===== config.mk =====
export PLATFORM = sky130hd
export DESIGN_NAME = dp_simd_fp_exception_map
export DESIGN_NICKNAME = d
export VERILOG_FILES = /design/src/dp_exc_pkg.sv /design/src/exc_class_map.sv /design/src/lane_flag_merge.sv /design/src/dp_simd_fp_exception_map.sv
export VERILOG_INCLUDE_DIRS = /design/src
export SDC_FILE = /design/constraint.sdc
export NUM_CORES = 1
export LEC_CHECK = 0
export ABC_CLOCK_PERIOD_IN_PS = 3900
export BUFFER_PORTS_ARGS = -buffer_cell sky130_fd_sc_hd__buf_4
export CAP_MARGIN = 20
export CORE_MARGIN = 3
export CORE_UTILIZATION = 30
export CTS_BUF_LIST = sky130_fd_sc_hd__clkbuf_8
export DETAILED_ROUTE_END_ITERATION = 12
export PLACE_DENSITY = 0.5
export SLEW_MARGIN = 20
export SYNTH_ARGS = -nofsm -noshare
export SYNTH_HDL_FRONTEND = slang
export SYNTH_SLANG_ARGS = --single-unit

===== constraint.sdc =====
create_clock -name pclk -period 3.9 [get_ports pclk]
set_input_delay 0.195 -clock pclk [delete_from_list [all_inputs] [get_ports pclk]]
set_output_delay 0.195 -clock pclk [all_outputs]
set_load 0.01 [all_outputs]

===== src/dp_exc_params.svh =====
// Purpose: Offsets, field positions and reset values for the
//          double-precision exception map.
// Assumes: APB with 32-bit data, one aligned word per register.
// Notes:   Definitions only.
`ifndef DP_EXC_PARAMS_SVH
`define DP_EXC_PARAMS_SVH

// ----------------------------------------------------------------
// Register byte offsets
// ----------------------------------------------------------------
`define DP_EXC_CTRL_OFS    8'h00
`define DP_EXC_LAST_OFS    8'h04
`define DP_EXC_STICKY_OFS  8'h08
`define DP_EXC_COUNT_OFS   8'h0c
`define DP_EXC_QUERY_OFS   8'h10
`define DP_EXC_STRAY_OFS   8'h14

// ----------------------------------------------------------------
// Field positions
// ----------------------------------------------------------------
`define DP_EXC_CTRL_EN_BIT   0
`define DP_EXC_LAST_CLS_LSB  8
`define DP_EXC_LAST_PK_BIT   16
`define DP_EXC_LAST_VLD_BIT  31
`define DP_EXC_QUERY_MSK_LSB 8

// ----------------------------------------------------------------
// Reset values
// ----------------------------------------------------------------
`define DP_EXC_CTRL_RST    1'b1
`define DP_EXC_FLAGS_RST   6'h00
`define DP_EXC_COUNT_RST   32'h0000_0000
`define DP_EXC_QUERY_RST   4'h0

`endif


===== src/dp_exc_pkg.sv =====
// Purpose: Types shared by the exception map files.
// Assumes: Six exception conditions, invalid in bit 0.
// Notes:   Class codes are decoder-facing and fixed.
package dp_exc_pkg;

    typedef struct packed {
        logic precision;
        logic underflow;
        logic overflow;
        logic divide_by_zero;
        logic denormal;
        logic invalid;
    } exc_flags_s;

    typedef enum logic [3:0] {
        cls_add_sub        = 4'h0,
        cls_mul            = 4'h1,
        cls_div            = 4'h2,
        cls_cmp_predicate  = 4'h3,
        cls_cmp_flags      = 4'h4,
        cls_max_min        = 4'h5,
        cls_root           = 4'h6,
        cls_to_int_rounded = 4'h7,
        cls_to_int_trunc   = 4'h8,
        cls_int_to_sp      = 4'h9,
        cls_int_to_dp      = 4'ha,
        cls_dp_to_sp       = 4'hb,
        cls_sp_to_dp       = 4'hc,
        cls_bitwise        = 4'hd,
        cls_move           = 4'he,
        cls_shuffle        = 4'hf
    } op_class_e;

    typedef struct packed {
        op_class_e op_class;
        logic packed_op;
    } op_req_s;

endpackage


===== src/exc_class_map.sv =====
// Purpose: Maps an operation class to the exceptions it may raise.
// Assumes: Purely combinational; one class per call.
// Notes:   Every class code is legal, so no default arm.
`timescale 1ns/1ps
`default_nettype none

module exc_class_map
(
    input wire dp_exc_pkg::op_class_e op_class,
    output dp_exc_pkg::exc_flags_s allowed
);

    always_comb
    begin
        allowed = '0;
        unique case (op_class)
            dp_exc_pkg::cls_add_sub:
                allowed = 6'b111011;
            dp_exc_pkg::cls_mul:
                allowed = 6'b111011;
            dp_exc_pkg::cls_div:
                allowed = 6'b111111;
            dp_exc_pkg::cls_cmp_predicate:
                allowed = 6'b000011;
            dp_exc_pkg::cls_cmp_flags:
                allowed = 6'b000011;
            dp_exc_pkg::cls_max_min:
                allowed = 6'b000011;
            dp_exc_pkg::cls_root:
                allowed = 6'b100011;
            dp_exc_pkg::cls_to_int_rounded:
                allowed = 6'b100001;
            dp_exc_pkg::cls_to_int_trunc:
                allowed = 6'b100001;
            dp_exc_pkg::cls_int_to_sp:
                allowed = 6'b100000;
            dp_exc_pkg::cls_int_to_dp:
                allowed = 6'b000000;
            dp_exc_pkg::cls_dp_to_sp:
                allowed = 6'b111011;
            dp_exc_pkg::cls_sp_to_dp:
                allowed = 6'b000011;
            dp_exc_pkg::cls_bitwise:
                allowed = 6'b000000;
            dp_exc_pkg::cls_move:
                allowed = 6'b000000;
            dp_exc_pkg::cls_shuffle:
                allowed = 6'b000000;
        endcase
    end

endmodule // exc_class_map

`default_nettype wire


===== src/lane_flag_merge.sv =====
// Purpose: Merges per-lane exception detections into one vector.
// Assumes: Lane flags come from logic on the same clock.
// Notes:   Inactive lanes are ignored.
`timescale 1ns/1ps
`default_nettype none

module lane_flag_merge
#(
    parameter int LANES = 2
)
(
    input wire dp_exc_pkg::exc_flags_s [LANES-1:0] lane_flags,
    input wire logic [LANES-1:0] lane_active,
    output dp_exc_pkg::exc_flags_s merged
);

    always_comb
    begin
        merged = '0;
        for (int i = 0; i < LANES; i++)
        begin
            if (lane_active[i])
            begin
                merged = merged | lane_flags[i];
            end
        end
    end

endmodule // lane_flag_merge

`default_nettype wire


===== src/dp_simd_fp_exception_map.sv =====
// Purpose: Gates the datapath's exception detections by the set of
//          conditions that the decoded operation class may raise.
// Assumes: Decoder and datapath run on pclk; no input synchroniser.
// Notes:   One result per accepted operation, one cycle later.
//
// The register addresses and register access over APB were chosen for this implementation.
`timescale 1ns/1ps
`default_nettype none
`include "dp_exc_params.svh"

module dp_simd_fp_exception_map
#(
    parameter int LANES = 2
)
(
    input wire logic pclk,
    input wire logic presetn,
    input wire logic psel,
    input wire logic penable,
    input wire logic pwrite,
    input wire logic [7:0] paddr,
    input wire logic [31:0] pwdata,
    output logic [31:0] prdata,
    output logic pready,
    output logic pslverr,
    input wire logic op_valid,
    input wire dp_exc_pkg::op_req_s op_req,
    input wire dp_exc_pkg::exc_flags_s [LANES-1:0] lane_flags,
    output logic exc_valid,
    output dp_exc_pkg::exc_flags_s exc_flags,
    output dp_exc_pkg::exc_flags_s exc_allowed,
    output logic exc_stray
);

    // ------------------------------------------------------------
    // Class lookup and lane merge
    // ------------------------------------------------------------
    dp_exc_pkg::exc_flags_s allowed;
    dp_exc_pkg::exc_flags_s merged;
    dp_exc_pkg::exc_flags_s query_mask;
    logic [LANES-1:0] lane_active;
    logic [3:0] query_reg;
    logic [3:0] query_next;

    exc_class_map u_map
    (
        .op_class (op_req.op_class),
        .allowed  (allowed)
    );

    // A second lookup lets software read the table without having
    // to stall the decoder's port.
    exc_class_map u_query_map
    (
        .op_class (dp_exc_pkg::op_class_e'(query_reg)),
        .allowed  (query_mask)
    );

    // Scalar forms only compute in the low lane; upper lanes carry
    // passed-through data whose flags must not leak out.
    always_comb
    begin
        lane_active = '1;
        if (!op_req.packed_op)
        begin
            lane_active = {{(LANES-1){1'b0}}, 1'b1};
        end
    end

    lane_flag_merge #(.LANES(LANES)) u_merge
    (
        .lane_flags  (lane_flags),
        .lane_active (lane_active),
        .merged      (merged)
    );

    // ------------------------------------------------------------
    // Result pipeline
    // ------------------------------------------------------------
    logic ctrl_en_reg;
    logic ctrl_en_next;
    logic exc_valid_reg;
    logic exc_valid_next;
    dp_exc_pkg::exc_flags_s flags_reg;
    dp_exc_pkg::exc_flags_s flags_next;
    dp_exc_pkg::exc_flags_s allowed_reg;
    dp_exc_pkg::exc_flags_s allowed_next;
    logic stray_reg;
    logic stray_next;
    dp_exc_pkg::exc_flags_s gated;
    dp_exc_pkg::exc_flags_s stray_bits;

    always_comb
    begin
        gated = merged & allowed;
        stray_bits = merged & ~allowed;
        if (!ctrl_en_reg)
        begin
            gated = merged;
            stray_bits = '0;
        end
    end

    always_comb
    begin
        exc_valid_next = op_valid;
        flags_next = flags_reg;
        allowed_next = allowed_reg;
        stray_next = 1'b0;
        if (op_valid)
        begin
            flags_next = gated;
            allowed_next = allowed;
            stray_next = |stray_bits;
        end
    end

    always_ff @(posedge pclk or negedge presetn)
    begin
        if (!presetn)
        begin
            exc_valid_reg <= 1'b0;
            flags_reg <= `DP_EXC_FLAGS_RST;
            allowed_reg <= `DP_EXC_FLAGS_RST;
            stray_reg <= 1'b0;
        end
        else
        begin
            exc_valid_reg <= exc_valid_next;
            flags_reg <= flags_next;
            allowed_reg <= allowed_next;
            stray_reg <= stray_next;
        end
    end

    assign exc_valid = exc_valid_reg;
    assign exc_flags = flags_reg;
    assign exc_allowed = allowed_reg;
    assign exc_stray = stray_reg;

    // ------------------------------------------------------------
    // Software-visible history
    // ------------------------------------------------------------
    logic [3:0] last_cls_reg;
    logic [3:0] last_cls_next;
    logic last_pk_reg;
    logic last_pk_next;
    logic last_vld_reg;
    logic last_vld_next;
    dp_exc_pkg::exc_flags_s sticky_reg;
    dp_exc_pkg::exc_flags_s sticky_next;
    dp_exc_pkg::exc_flags_s stray_sticky_reg;
    dp_exc_pkg::exc_flags_s stray_sticky_next;
    logic [31:0] count_reg;
    logic [31:0] count_next;
    logic wr_access;
    logic rd_setup;
    logic addr_hit;
    logic [31:0] rd_value;
    logic [31:0] prdata_reg;
    logic [31:0] prdata_next;

    assign wr_access = psel && penable && pwrite && addr_hit;
    assign rd_setup = psel && !penable && !pwrite;

    // A clear that meets a new event in the same cycle loses: the
    // event's bit stays set so nothing is dropped.
    always_comb
    begin
        ctrl_en_next = ctrl_en_reg;
        query_next = query_reg;
        sticky_next = sticky_reg;
        stray_sticky_next = stray_sticky_reg;
        count_next = count_reg;
        last_cls_next = last_cls_reg;
        last_pk_next = last_pk_reg;
        last_vld_next = last_vld_reg;
        if (wr_access)
        begin
            unique case (paddr)
                `DP_EXC_CTRL_OFS:
                    ctrl_en_next = pwdata[`DP_EXC_CTRL_EN_BIT];
                `DP_EXC_STICKY_OFS:
                    sticky_next = sticky_reg & ~pwdata[5:0];
                `DP_EXC_COUNT_OFS:
                    count_next = `DP_EXC_COUNT_RST;
                `DP_EXC_QUERY_OFS:
                    query_next = pwdata[3:0];
                `DP_EXC_STRAY_OFS:
                    stray_sticky_next = stray_sticky_reg & ~pwdata[5:0];
                default:
                    ;
            endcase
        end
        if (op_valid)
        begin
            sticky_next = sticky_next | gated;
            stray_sticky_next = stray_sticky_next | stray_bits;
            last_cls_next = op_req.op_class;
            last_pk_next = op_req.packed_op;
            last_vld_next = 1'b1;
            if (|gated)
            begin
                count_next = count_reg + 32'h0000_0001;
            end
        end
    end

    always_ff @(posedge pclk or negedge presetn)
    begin
        if (!presetn)
        begin
            ctrl_en_reg <= `DP_EXC_CTRL_RST;
            query_reg <= `DP_EXC_QUERY_RST;
            sticky_reg <= `DP_EXC_FLAGS_RST;
            stray_sticky_reg <= `DP_EXC_FLAGS_RST;
            count_reg <= `DP_EXC_COUNT_RST;
            last_cls_reg <= 4'h0;
            last_pk_reg <= 1'b0;
            last_vld_reg <= 1'b0;
        end
        else
        begin
            ctrl_en_reg <= ctrl_en_next;
            query_reg <= query_next;
            sticky_reg <= sticky_next;
            stray_sticky_reg <= stray_sticky_next;
            count_reg <= count_next;
            last_cls_reg <= last_cls_next;
            last_pk_reg <= last_pk_next;
            last_vld_reg <= last_vld_next;
        end
    end

    // ------------------------------------------------------------
    // APB read path
    // ------------------------------------------------------------
    always_comb
    begin
        addr_hit = 1'b1;
        rd_value = 32'h0000_0000;
        unique case (paddr)
            `DP_EXC_CTRL_OFS:
                rd_value[`DP_EXC_CTRL_EN_BIT] = ctrl_en_reg;
            `DP_EXC_LAST_OFS:
            begin
                rd_value[5:0] = flags_reg;
                rd_value[`DP_EXC_LAST_CLS_LSB +: 4] = last_cls_reg;
                rd_value[`DP_EXC_LAST_PK_BIT] = last_pk_reg;
                rd_value[`DP_EXC_LAST_VLD_BIT] = last_vld_reg;
            end
            `DP_EXC_STICKY_OFS:
                rd_value[5:0] = sticky_reg;
            `DP_EXC_COUNT_OFS:
                rd_value = count_reg;
            `DP_EXC_QUERY_OFS:
            begin
                rd_value[3:0] = query_reg;
                rd_value[`DP_EXC_QUERY_MSK_LSB +: 6] = query_mask;
            end
            `DP_EXC_STRAY_OFS:
                rd_value[5:0] = stray_sticky_reg;
            default:
                addr_hit = 1'b0;
        endcase
    end

    // Read data is captured in the setup phase, so the access phase
    // completes at once with no wait states.
    always_comb
    begin
        prdata_next = prdata_reg;
        if (rd_setup)
        begin
            prdata_next = rd_value;
        end
    end

    always_ff @(posedge pclk or negedge presetn)
    begin
        if (!presetn)
        begin
            prdata_reg <= 32'h0000_0000;
        end
        else
        begin
            prdata_reg <= prdata_next;
        end
    end

    assign prdata = prdata_reg;
    assign pready = 1'b1;
    assign pslverr = psel && penable && !addr_hit;

endmodule // dp_simd_fp_exception_map

`default_nettype wire


==> reports/results.ini, run 1 <==
[sta]
finalCritPeriodShare_pct=65.6
setup_viol=0
drv_slew=0
rsz0062_at_grt=false
hold_slack_ps=57.2
max_clock_freq_mhz=391
slew_headroom_pct=32.5
hold_viol=0
layout_setup_ws_ps=1340
worst_pin_slew_ps=1010
finalSetupTns_ps=0
finalCriticalPeriod_ps=2560
finClkSkew_ps=20.2

[global_route]
grt_usage_pct=15.4
first_global_vias=4562
grt_pass1_wl_mm=24.4
grt-ovfl-total=0
antenna_found_initial=0
grt_max_degree=77

[critical_path]
crit_type=reg2reg
cp-start-kind=register
crit_start=ctrl_en_reg
cp.arrival_ps=2840
reg2regPathDepth=7
ff2ff_setup_slack_ps=1340
endpoint_kind=register
rr_startpoint=ctrl_en_reg
r2r_end=count_reg[24]
crit_path_end=count_reg[24]
critical_path.max_stage_delay_ps=660
crit_chain=nand2_1 > o21a_1 > a221oi_2 > a21boi_4 > buf_4 > and3_1 > a221o_1
cpMaxStageDelayCell=dfstp_2
path_max_fanout=26
worstPathRequired_ps=4180

[route]
num_vias=4503
wl_per_cell_um=17.3
drtAntennaViolNets=0
drc=0
drt_iter0_drc=266
drt_pass1_iterations=5
vias_per_cell=5.24
wirelength_mm=14.8

[synth]
synth_nets=635
synth_top_flop_cell=dfrtp_1
seq_area_frac_synth_pct=46.5
synthArstFlopShare_pct=100
avgSynthCellArea_um2=9.60
ys_warn_count=0
synth_top_family_by_area=simple AND/OR/NAND/NOR gates
yosysMostFrequentCell=dfrtp_1
synthesis.instances=561
synth_top_area_cell=dfrtp_1
ys_ff_latch=100
synthSimpleGateAreaFrac_pct=22.0
synth_fa_ha_area_share_pct=2.56
synth-compound-area-share_pct=13.6
synth_xor_xnor_area_share_pct=0
synth_top_cell_area_share_pct=46.0
ys_types=63
syn_area_um2=5390
yosys-top-cells-area=dfrtp_1 (46%), nand2_1 (6.6%), mux2i_1 (5.8%)
synth_edf_count=0
yosys-top-cells-count=dfrtp_1 (99), nand2_1 (94), nand3_1 (43)
synthMuxAreaShare_pct=11.0

[placement]
dpl_cell_area_um2=6180
io_buffers=83
pre_cts_ws_ps=939
hpwl_mm=10.6
dp.cells=843
finalWeightedCongestion=0.812

[hold_path]
hp-start=pwdata[3]
hold_class=in2reg

[final_layout]
final_cell_area_um2=6400
antennaDiodeCount=0
fin_cells=860
layout-drive-gt1-share_pct=23.5
fin_nets=704
area_delta_synth_final_pct=18.9
post-route-util_pct=36.8

[clocking]
cts.sinks=100
cts_tree=yes
clk_latency_ps=390
cts-root-buf=clkbuf_8
cts_buffers=9
cts.clk_slew.worst_paths_ps=110
htreeDepth=3
clk_path_buf_depth=2

[floorplan]
die_w_um=140
initial_core_util_pct=30.9
num_rows=48
die_area_um2=19600
coreArea_um2=17400
die_y_um=140
ios=111

[run_status]
status=completed

[flow_run]
max-cap-violations=0

[power]
power.leakage_nw=2.93
ir_drop_mv=0.178
total_power_mw=2.19
powerDensity_nw_per_um2=341

## per-layer routing
layer  wire [um]  vias up  track usage, %  part of all wire, %
met2        7130      108            25.1                   48
li1            -     2170               -                    -
met3         961        6            3.04                  6.5
met5           0        -               0                    0
met1        6600     2219            20.7                   44
met4         141        0            4.69                 0.95
## cell type report
type                       count  area, um^2
timing repair buffer          90         682
inverter                      18        67.6
tap                          225         282
fill                        1784       11000
sequential                   100        2500
clock buffer                  10         138
multi-input combinational    411        2660
clock inverter                 6        70.1
## cell usage in the layout, fill, tap and decap left out, drive strengths merged, types with 2 or more instances in the layout
cell type | netlist | final
a211oi | 2 | 2
nor4 | 7 | 7
a22oi | 2 | 2
a32oi | 2 | 2
a31oi | 6 | 6
a221oi | 11 | 11
mux2 | 25 | 25
a22o | 7 | 7
nor2 | 29 | 29
nor3b | 4 | 4
dfrtp | 99 | 99
nor2b | 3 | 3
clkbuf | 11 | 10
nand4 | 14 | 14
clkinv | 0 | 3
o31ai | 2 | 2
and4 | 3 | 3
nand3 | 43 | 43
o22ai | 3 | 3
o2bb2ai | 5 | 5
ha | 11 | 11
a32o | 2 | 2
and3 | 12 | 12
and2 | 3 | 3
nand2b | 5 | 5
a21oi | 17 | 17
nor3 | 10 | 10
mux2i | 31 | 31
or2 | 6 | 6
a21o | 9 | 9
or4 | 2 | 2
o21ai | 25 | 25
a221o | 2 | 2
buf | 21 | 89
nand2 | 95 | 95
o311ai | 2 | 2
inv | 18 | 20
## where the power goes
group / total, mW / switching (mW) / leakage, nW / internal (mW)
Clock: 0.705 / 0.385 / 0.107 / 0.320
Combinational: 0.289 / 0.157 / 1.55 / 0.132
Sequential: 1.19 / 0.0896 / 1.27 / 1.10
## worst min-delay path by stage
| stage | end | slack (ps) | cells past startpoint |
|---|---|---|---|
| after floorplan | count_reg[0] | -100 | 0 |
| after detailed placement | count_reg[10] | 440 | 1 |
| after CTS | count_reg[16] | 10 | 1 |
| after global placement | count_reg[10] | 430 | 1 |
| after global routing | query_reg[2] | 50 | 2 |
| final | query_reg[3] | 60 | 2 |
## cells by family (layout without fill, tap and decap cells)
| group | Yosys count | after routing |
|---|---|---|
| AND/OR/NAND/NOR | 239 | 239 |
| AO/OA/AOI/OAI | 104 | 104 |
| flip-flops | 100 | 100 |
| multiplexers | 56 | 56 |
| buffers and inverters | 50 | 124 |
| adder cells (fa/ha/maj) | 11 | 11 |
| other | 1 | 1 |
## worst max-delay path: cells and delay by family, from the launching register on
kind            cells  cell delay, ps
flops               1             660
compound gates      4            1240
buf+inv             1             270
simple gates        2             270
## timing repair
item	CTS	global route
resized for setup	0	0
endpoints found under the hold margin	0	75
hold buffers	0	1
endpoints found under the setup margin	0	0
buffers inserted	0	0
(Power assumes the default switching activity.)
==> run 2: changes to the inputs <==
--- a/config.mk
+++ b/config.mk
@@ -6,14 +6,15 @@
 export SDC_FILE = /design/constraint.sdc
 export NUM_CORES = 1
 export LEC_CHECK = 0
-export ABC_CLOCK_PERIOD_IN_PS = 3900
+export ABC_AREA = 1
+export ABC_CLOCK_PERIOD_IN_PS = 2400
 export BUFFER_PORTS_ARGS = -buffer_cell sky130_fd_sc_hd__buf_4
 export CAP_MARGIN = 20
 export CORE_MARGIN = 3
 export CORE_UTILIZATION = 30
 export CTS_BUF_LIST = sky130_fd_sc_hd__clkbuf_8
 export DETAILED_ROUTE_END_ITERATION = 12
-export PLACE_DENSITY = 0.5
+export PLACE_DENSITY = 0.49
 export SLEW_MARGIN = 20
 export SYNTH_ARGS = -nofsm -noshare
 export SYNTH_HDL_FRONTEND = slang
==> constraint.sdc (replaced) <==
create_clock -name pclk -period 2.4 [get_ports pclk]
set_input_delay 0.12 -clock pclk [delete_from_list [all_inputs] [get_ports pclk]]
set_output_delay 0.12 -clock pclk [all_outputs]
set_load 0.01 [all_outputs]
==> run 2 against run 1 <==
Against the previous run:
- routed wire length increased by 17%
- largest power group unchanged
- clock-buffer cell count unchanged
- critical endpoint is now count_reg[31]
- power increased by 68%
- cell count increased by 32%
==> reports/results.ini, run 2 <==
[floorplan]
die_area_um2=21200
die_w_um=145
initial_core_util_pct=30.9
num_rows=50
die_y_um=145
coreArea_um2=18900
ios=111

[critical_path]
crit_chain=nand3_1 > inv_1 > nand2_1 > nor2_1 > nand2_1 > nand2_1 > nand2_1 > nand2_1 > nand2_1 > nand2_1 > nand2_1
endpoint_kind=register
crit_type=reg2reg
path_buf_inv=1
crit_path_end=count_reg[31]
cpMaxStageDelayCell=dfrtp_1
cp.arrival_ps=2050
crit_top_cell=nand2_1
r2r_end=count_reg[31]
crit_start=count_reg[2]
worstPathRequired_ps=2680
ff2ff_setup_slack_ps=630
rr_startpoint=count_reg[2]
path_max_fanout=6
reg2regPathDepth=11
critical_path.max_stage_delay_ps=440
critical_path.top_delay_family=simple AND/OR/NAND/NOR gates
cp-start-kind=register
crit_cells=11

[synth]
synth_top_area_cell=dfrtp_1
synthesis.instances=783
synth_edf_count=0
synth_nets=857
synthSimpleGateAreaFrac_pct=34.8
synthMuxAreaShare_pct=0.172
ys_ff_latch=100
seq_area_frac_synth_pct=42.9
synth_top_family_by_area=simple AND/OR/NAND/NOR gates
synth_xor_xnor_area_share_pct=2.70
ys_types=47
synth_top_cell_area_share_pct=42.5
synth_fa_ha_area_share_pct=2.36
yosys-top-cells-count=nand2_1 (283), dfrtp_1 (99), nor2_1 (78)
synthArstFlopShare_pct=100
yosysMostFrequentCell=nand2_1
synth_top_flop_cell=dfrtp_1
synth-compound-area-share_pct=9.93
avgSynthCellArea_um2=7.45
ys_warn_count=0
yosys-top-cells-area=dfrtp_1 (42%), nand2_1 (18%), nand3_1 (5.1%)
syn_area_um2=5840

[sta]
rsz0062_at_grt=false
finalCriticalPeriod_ps=1770
finClkSkew_ps=12.5
max_clock_freq_mhz=564
worst_pin_slew_ps=714
hold_viol=0
drv_slew=0
finalSetupTns_ps=0
setup_viol=0
hold_slack_ps=33.7
layout_setup_ws_ps=626
slew_headroom_pct=52.4
finalCritPeriodShare_pct=73.9

[clocking]
cts.clk_slew.worst_paths_ps=90
htreeDepth=3
postCtsSetupRepairBufs=0
ctsResizeCount=0
postCtsHoldBufs=2
clk_latency_ps=390
cts_tree=yes
cts_buffers=9
clk_path_buf_depth=2
cts.sinks=100
cts-root-buf=clkbuf_8

[final_layout]
post-route-util_pct=37.0
layout_common_cells=nand2_1 (283), dfrtp_1 (99), buf_4 (96), nor2_1 (78), nand3_1 (59)
area_delta_synth_final_pct=19.7
antennaDiodeCount=0
final_common_cell=nand2_1
fin_nets=942
layout-drive-gt1-share_pct=17.0

[global_route]
grt_usage_pct=16.6
grt-ovfl-total=0
first_global_vias=5236
grt_pass1_wl_mm=28.6
antenna_found_initial=0
grt_max_degree=52

[run_status]
status=completed

[power]
powerDensity_nw_per_um2=526
power.leakage_nw=3.47
ir_drop_mv=0.266
total_power_mw=3.68

[placement]
pre_cts_ws_ps=530
finalWeightedCongestion=0.872
hpwl_mm=13.0
io_buffers=83

[route]
drt_iter0_drc=307
drc=0
drt_pass1_iterations=5
num_vias=5290
vias_per_cell=4.67
wirelength_mm=17.4
drtAntennaViolNets=0
wl_per_cell_um=15.3

[hold_path]
hold_class=in2reg

[flow_run]
max-cap-violations=0

-- run 2: logic make-up after synthesis --
group	after synthesis
flops	100
simple gates	464
xor+xnor	18
mux	1
other cells	1
compound gates	97
fa+ha+maj	11
buf+inv	91
-- run 2: worst min-delay path by stage --
stage / from / end / slack [ps] / cells after the start
4_1_cts: op_req[0] / last_pk_reg / 8 / 3
3_5_place_dp: presetn / prdata[17] / 220 / 1
3_3_place_gp: presetn / prdata[17] / 230 / 1
6_report: op_req[0] / last_pk_reg / 30 / 3
2_1_floorplan: presetn / count_reg[0] / -180 / 0
5_1_grt: op_req[0] / last_pk_reg / 40 / 3
-- run 2: metal layers --
layer / vias to the layer above / global-route usage (%) / part of all wire (%)
li1: 2676 / - / -
met1: 2474 / 23.2 / 49
met2: 125 / 26.7 / 45
met3: 15 / 3.05 / 4.1
met4: 0 / 4.42 / 1.6
met5: - / 0 / 0
-- run 2: stage by stage --
stage	area, um^2	std cells
6_report	6990	1133
5_1_grt	6990	1133
4_1_cts	6990	1133
3_5_place_dp	6740	1115
3_3_place_gp	6740	1115
2_1_floorplan	5840	783
-- run 2: area by class of cell --
type | instances | area, um^2
fillers | 2088 | 11900
multi-input cells | 592 | 2920
flip-flops and latches | 100 | 2500
repair buffers | 99 | 761
well taps | 260 | 325
inverters | 66 | 248
clock buffers | 10 | 138
clock inverters | 6 | 87.6
-- run 2: power breakdown --
| group | internal (mW) | leakage, nW | total, mW | switching (mW) |
|---|---|---|---|---|
| registers | 1.78 | 1.29 | 1.89 | 0.105 |
| logic | 0.216 | 2.06 | 0.541 | 0.326 |
| clock network | 0.616 | 0.116 | 1.25 | 0.630 |
| total | 2.62 | 3.47 | 3.68 | 1.06 |
-- run 2: tightest hold or removal path, cell delays in order --
cell	delay, ps
buf_4	120
nand2_1	70
o21ai_0	70
==> run 3: changes to the inputs <==
--- a/config.mk
+++ b/config.mk
@@ -7,7 +7,7 @@
 export NUM_CORES = 1
 export LEC_CHECK = 0
 export ABC_AREA = 1
-export ABC_CLOCK_PERIOD_IN_PS = 2400
+export ABC_CLOCK_PERIOD_IN_PS = 1800
 export BUFFER_PORTS_ARGS = -buffer_cell sky130_fd_sc_hd__buf_4
 export CAP_MARGIN = 20
 export CORE_MARGIN = 3
==> constraint.sdc (replaced) <==
create_clock -name pclk -period 1.8 [get_ports pclk]
set_input_delay 0.09 -clock pclk [delete_from_list [all_inputs] [get_ports pclk]]
set_output_delay 0.09 -clock pclk [all_outputs]
set_load 0.01 [all_outputs]
==> run 3 against run 2 <==
Against the previous run:
- flip-flop and latch count unchanged
- routed wire length decreased by 0.26%
- setup slack got worse by 510 ps
- critical path type unchanged
- critical endpoint is now count_reg[26]
- largest power group unchanged
==> reports/results.ini, run 3 (synthesized netlist as in run 2, its figures left out) <==
[power]
power.leakage_nw=3.57
total_power_mw=4.70
powerDensity_nw_per_um2=654
ir_drop_mv=0.369

[route]
num_vias=5268
drtAntennaViolNets=0
drc=0
wl_per_cell_um=15.0
vias_per_cell=4.56
wirelength_mm=17.3
drt_pass1_iterations=4
drt_iter0_drc=330

[sta]
finalSetupTns_ps=0
finClkSkew_ps=13.8
finalCritPeriodShare_pct=93.4
max_clock_freq_mhz=595
finalCriticalPeriod_ps=1680
setup_viol=0
rsz0062_at_grt=false
hold_viol=0
drv_slew=0

[global_route]
grt-ovfl-total=0
grt_pass1_wl_mm=28.8
grt_usage_pct=16.9
first_global_vias=5328
grt_max_degree=41
antenna_found_initial=0

[critical_path]
endpoint_kind=register
path_max_fanout=6
cp-start-kind=register
worstPathRequired_ps=2090
crit_type=reg2reg
cp.arrival_ps=1970

[placement]
dpl_cell_area_um2=6950
io_buffers=83
dp.cells=1134
hpwl_mm=13.3
finalWeightedCongestion=0.888

[final_layout]
fin_nets=964
post-route-util_pct=38.1
area_delta_synth_final_pct=23.3
antennaDiodeCount=0
fin_cells=1155
layout-drive-gt1-share_pct=19.7
layout_common_cells=nand2_1 (283), buf_4 (110), dfrtp_1 (97), nor2_1 (73), inv_1 (58)
final_common_cell=nand2_1
final_cell_area_um2=7200

[floorplan]
num_rows=50
coreArea_um2=18900
die_y_um=145
die_area_um2=21200
initial_core_util_pct=30.9
die_w_um=145
ios=111

[flow_run]
max-cap-violations=0

[clocking]
clk_latency_ps=400
cts-root-buf=clkbuf_8
htreeDepth=3
cts.clk_slew.worst_paths_ps=100
cts_buffers=9
clk_path_buf_depth=2
cts.sinks=100
cts_tree=yes

[run_status]
status=completed

[hold_path]
hold_class=in2reg

-- run 3: timing repair --
item	CTS	global route
setup buffers	0	1
setup endpoints to repair	0	14
hold buffers	4	0
endpoints found under the hold margin	35	0
gates resized for setup	0	9
-- run 3: final cells by class --
cell class                 instances  area, um^2
clock buffer                      10         138
inverter                          66         248
sequential                       100        2510
clock inverter                     6        41.3
fill                            2079       11700
tap                              260         325
multi-input combinational        592        2950
timing repair buffer             121         991
-- run 3: per-stage QoR --
| stage | setup WS (ps) | hold WS [ps] |
|---|---|---|
| 6_report | 120 | 9.65 |
| 5_1_grt | 8.82 | 30.2 |
| 4_1_cts | 75.0 | 0.813 |
| 3_5_place_dp | 105 | 82.7 |
| 2_1_floorplan | 201 | -206 |
| 3_3_place_gp | 120 | 93.2 |
-- run 3: final timing paths --
path / startpoint / end / slack [ps] / cells past startpoint
worst max-delay path: count_reg[2] / count_reg[26] / 120 / 8
worst min-delay path: pwdata[2] / query_reg[2] / 10 / 3
worst max register to register: count_reg[2] / count_reg[26] / 120 / 8
worst min register to register: last_vld_reg / last_vld_reg / 460 / 2
max in group asynchronous: presetn / exc_valid / 1040 / 3
min in group asynchronous: presetn / count_reg[17] / 190 / 2
-- run 3: worst max-delay path, cell delays in order, from the launching register on --
cell and delay, ps:
dfrtp_1 460, inv_1 140, nor3_1 320, nand2_1 130
nor2_1 190, nand2_1 90, xor2_1 140, nand2_1 60
nand2_1 50
-- run 3: layer usage --
layer	global-route usage (%)	up-vias	wire, um
li1	-	2725	-
met1	23.0	2429	8400
met2	27.7	99	8020
met3	3.99	15	741
met4	3.18	0	191
met5	0	-	0
-- run 3: power by group --
part	switching, mW	internal [mW]	total (mW)
Clock	0.859	0.539	1.40
Combinational	0.460	0.337	0.797
Sequential	0.128	2.38	2.51
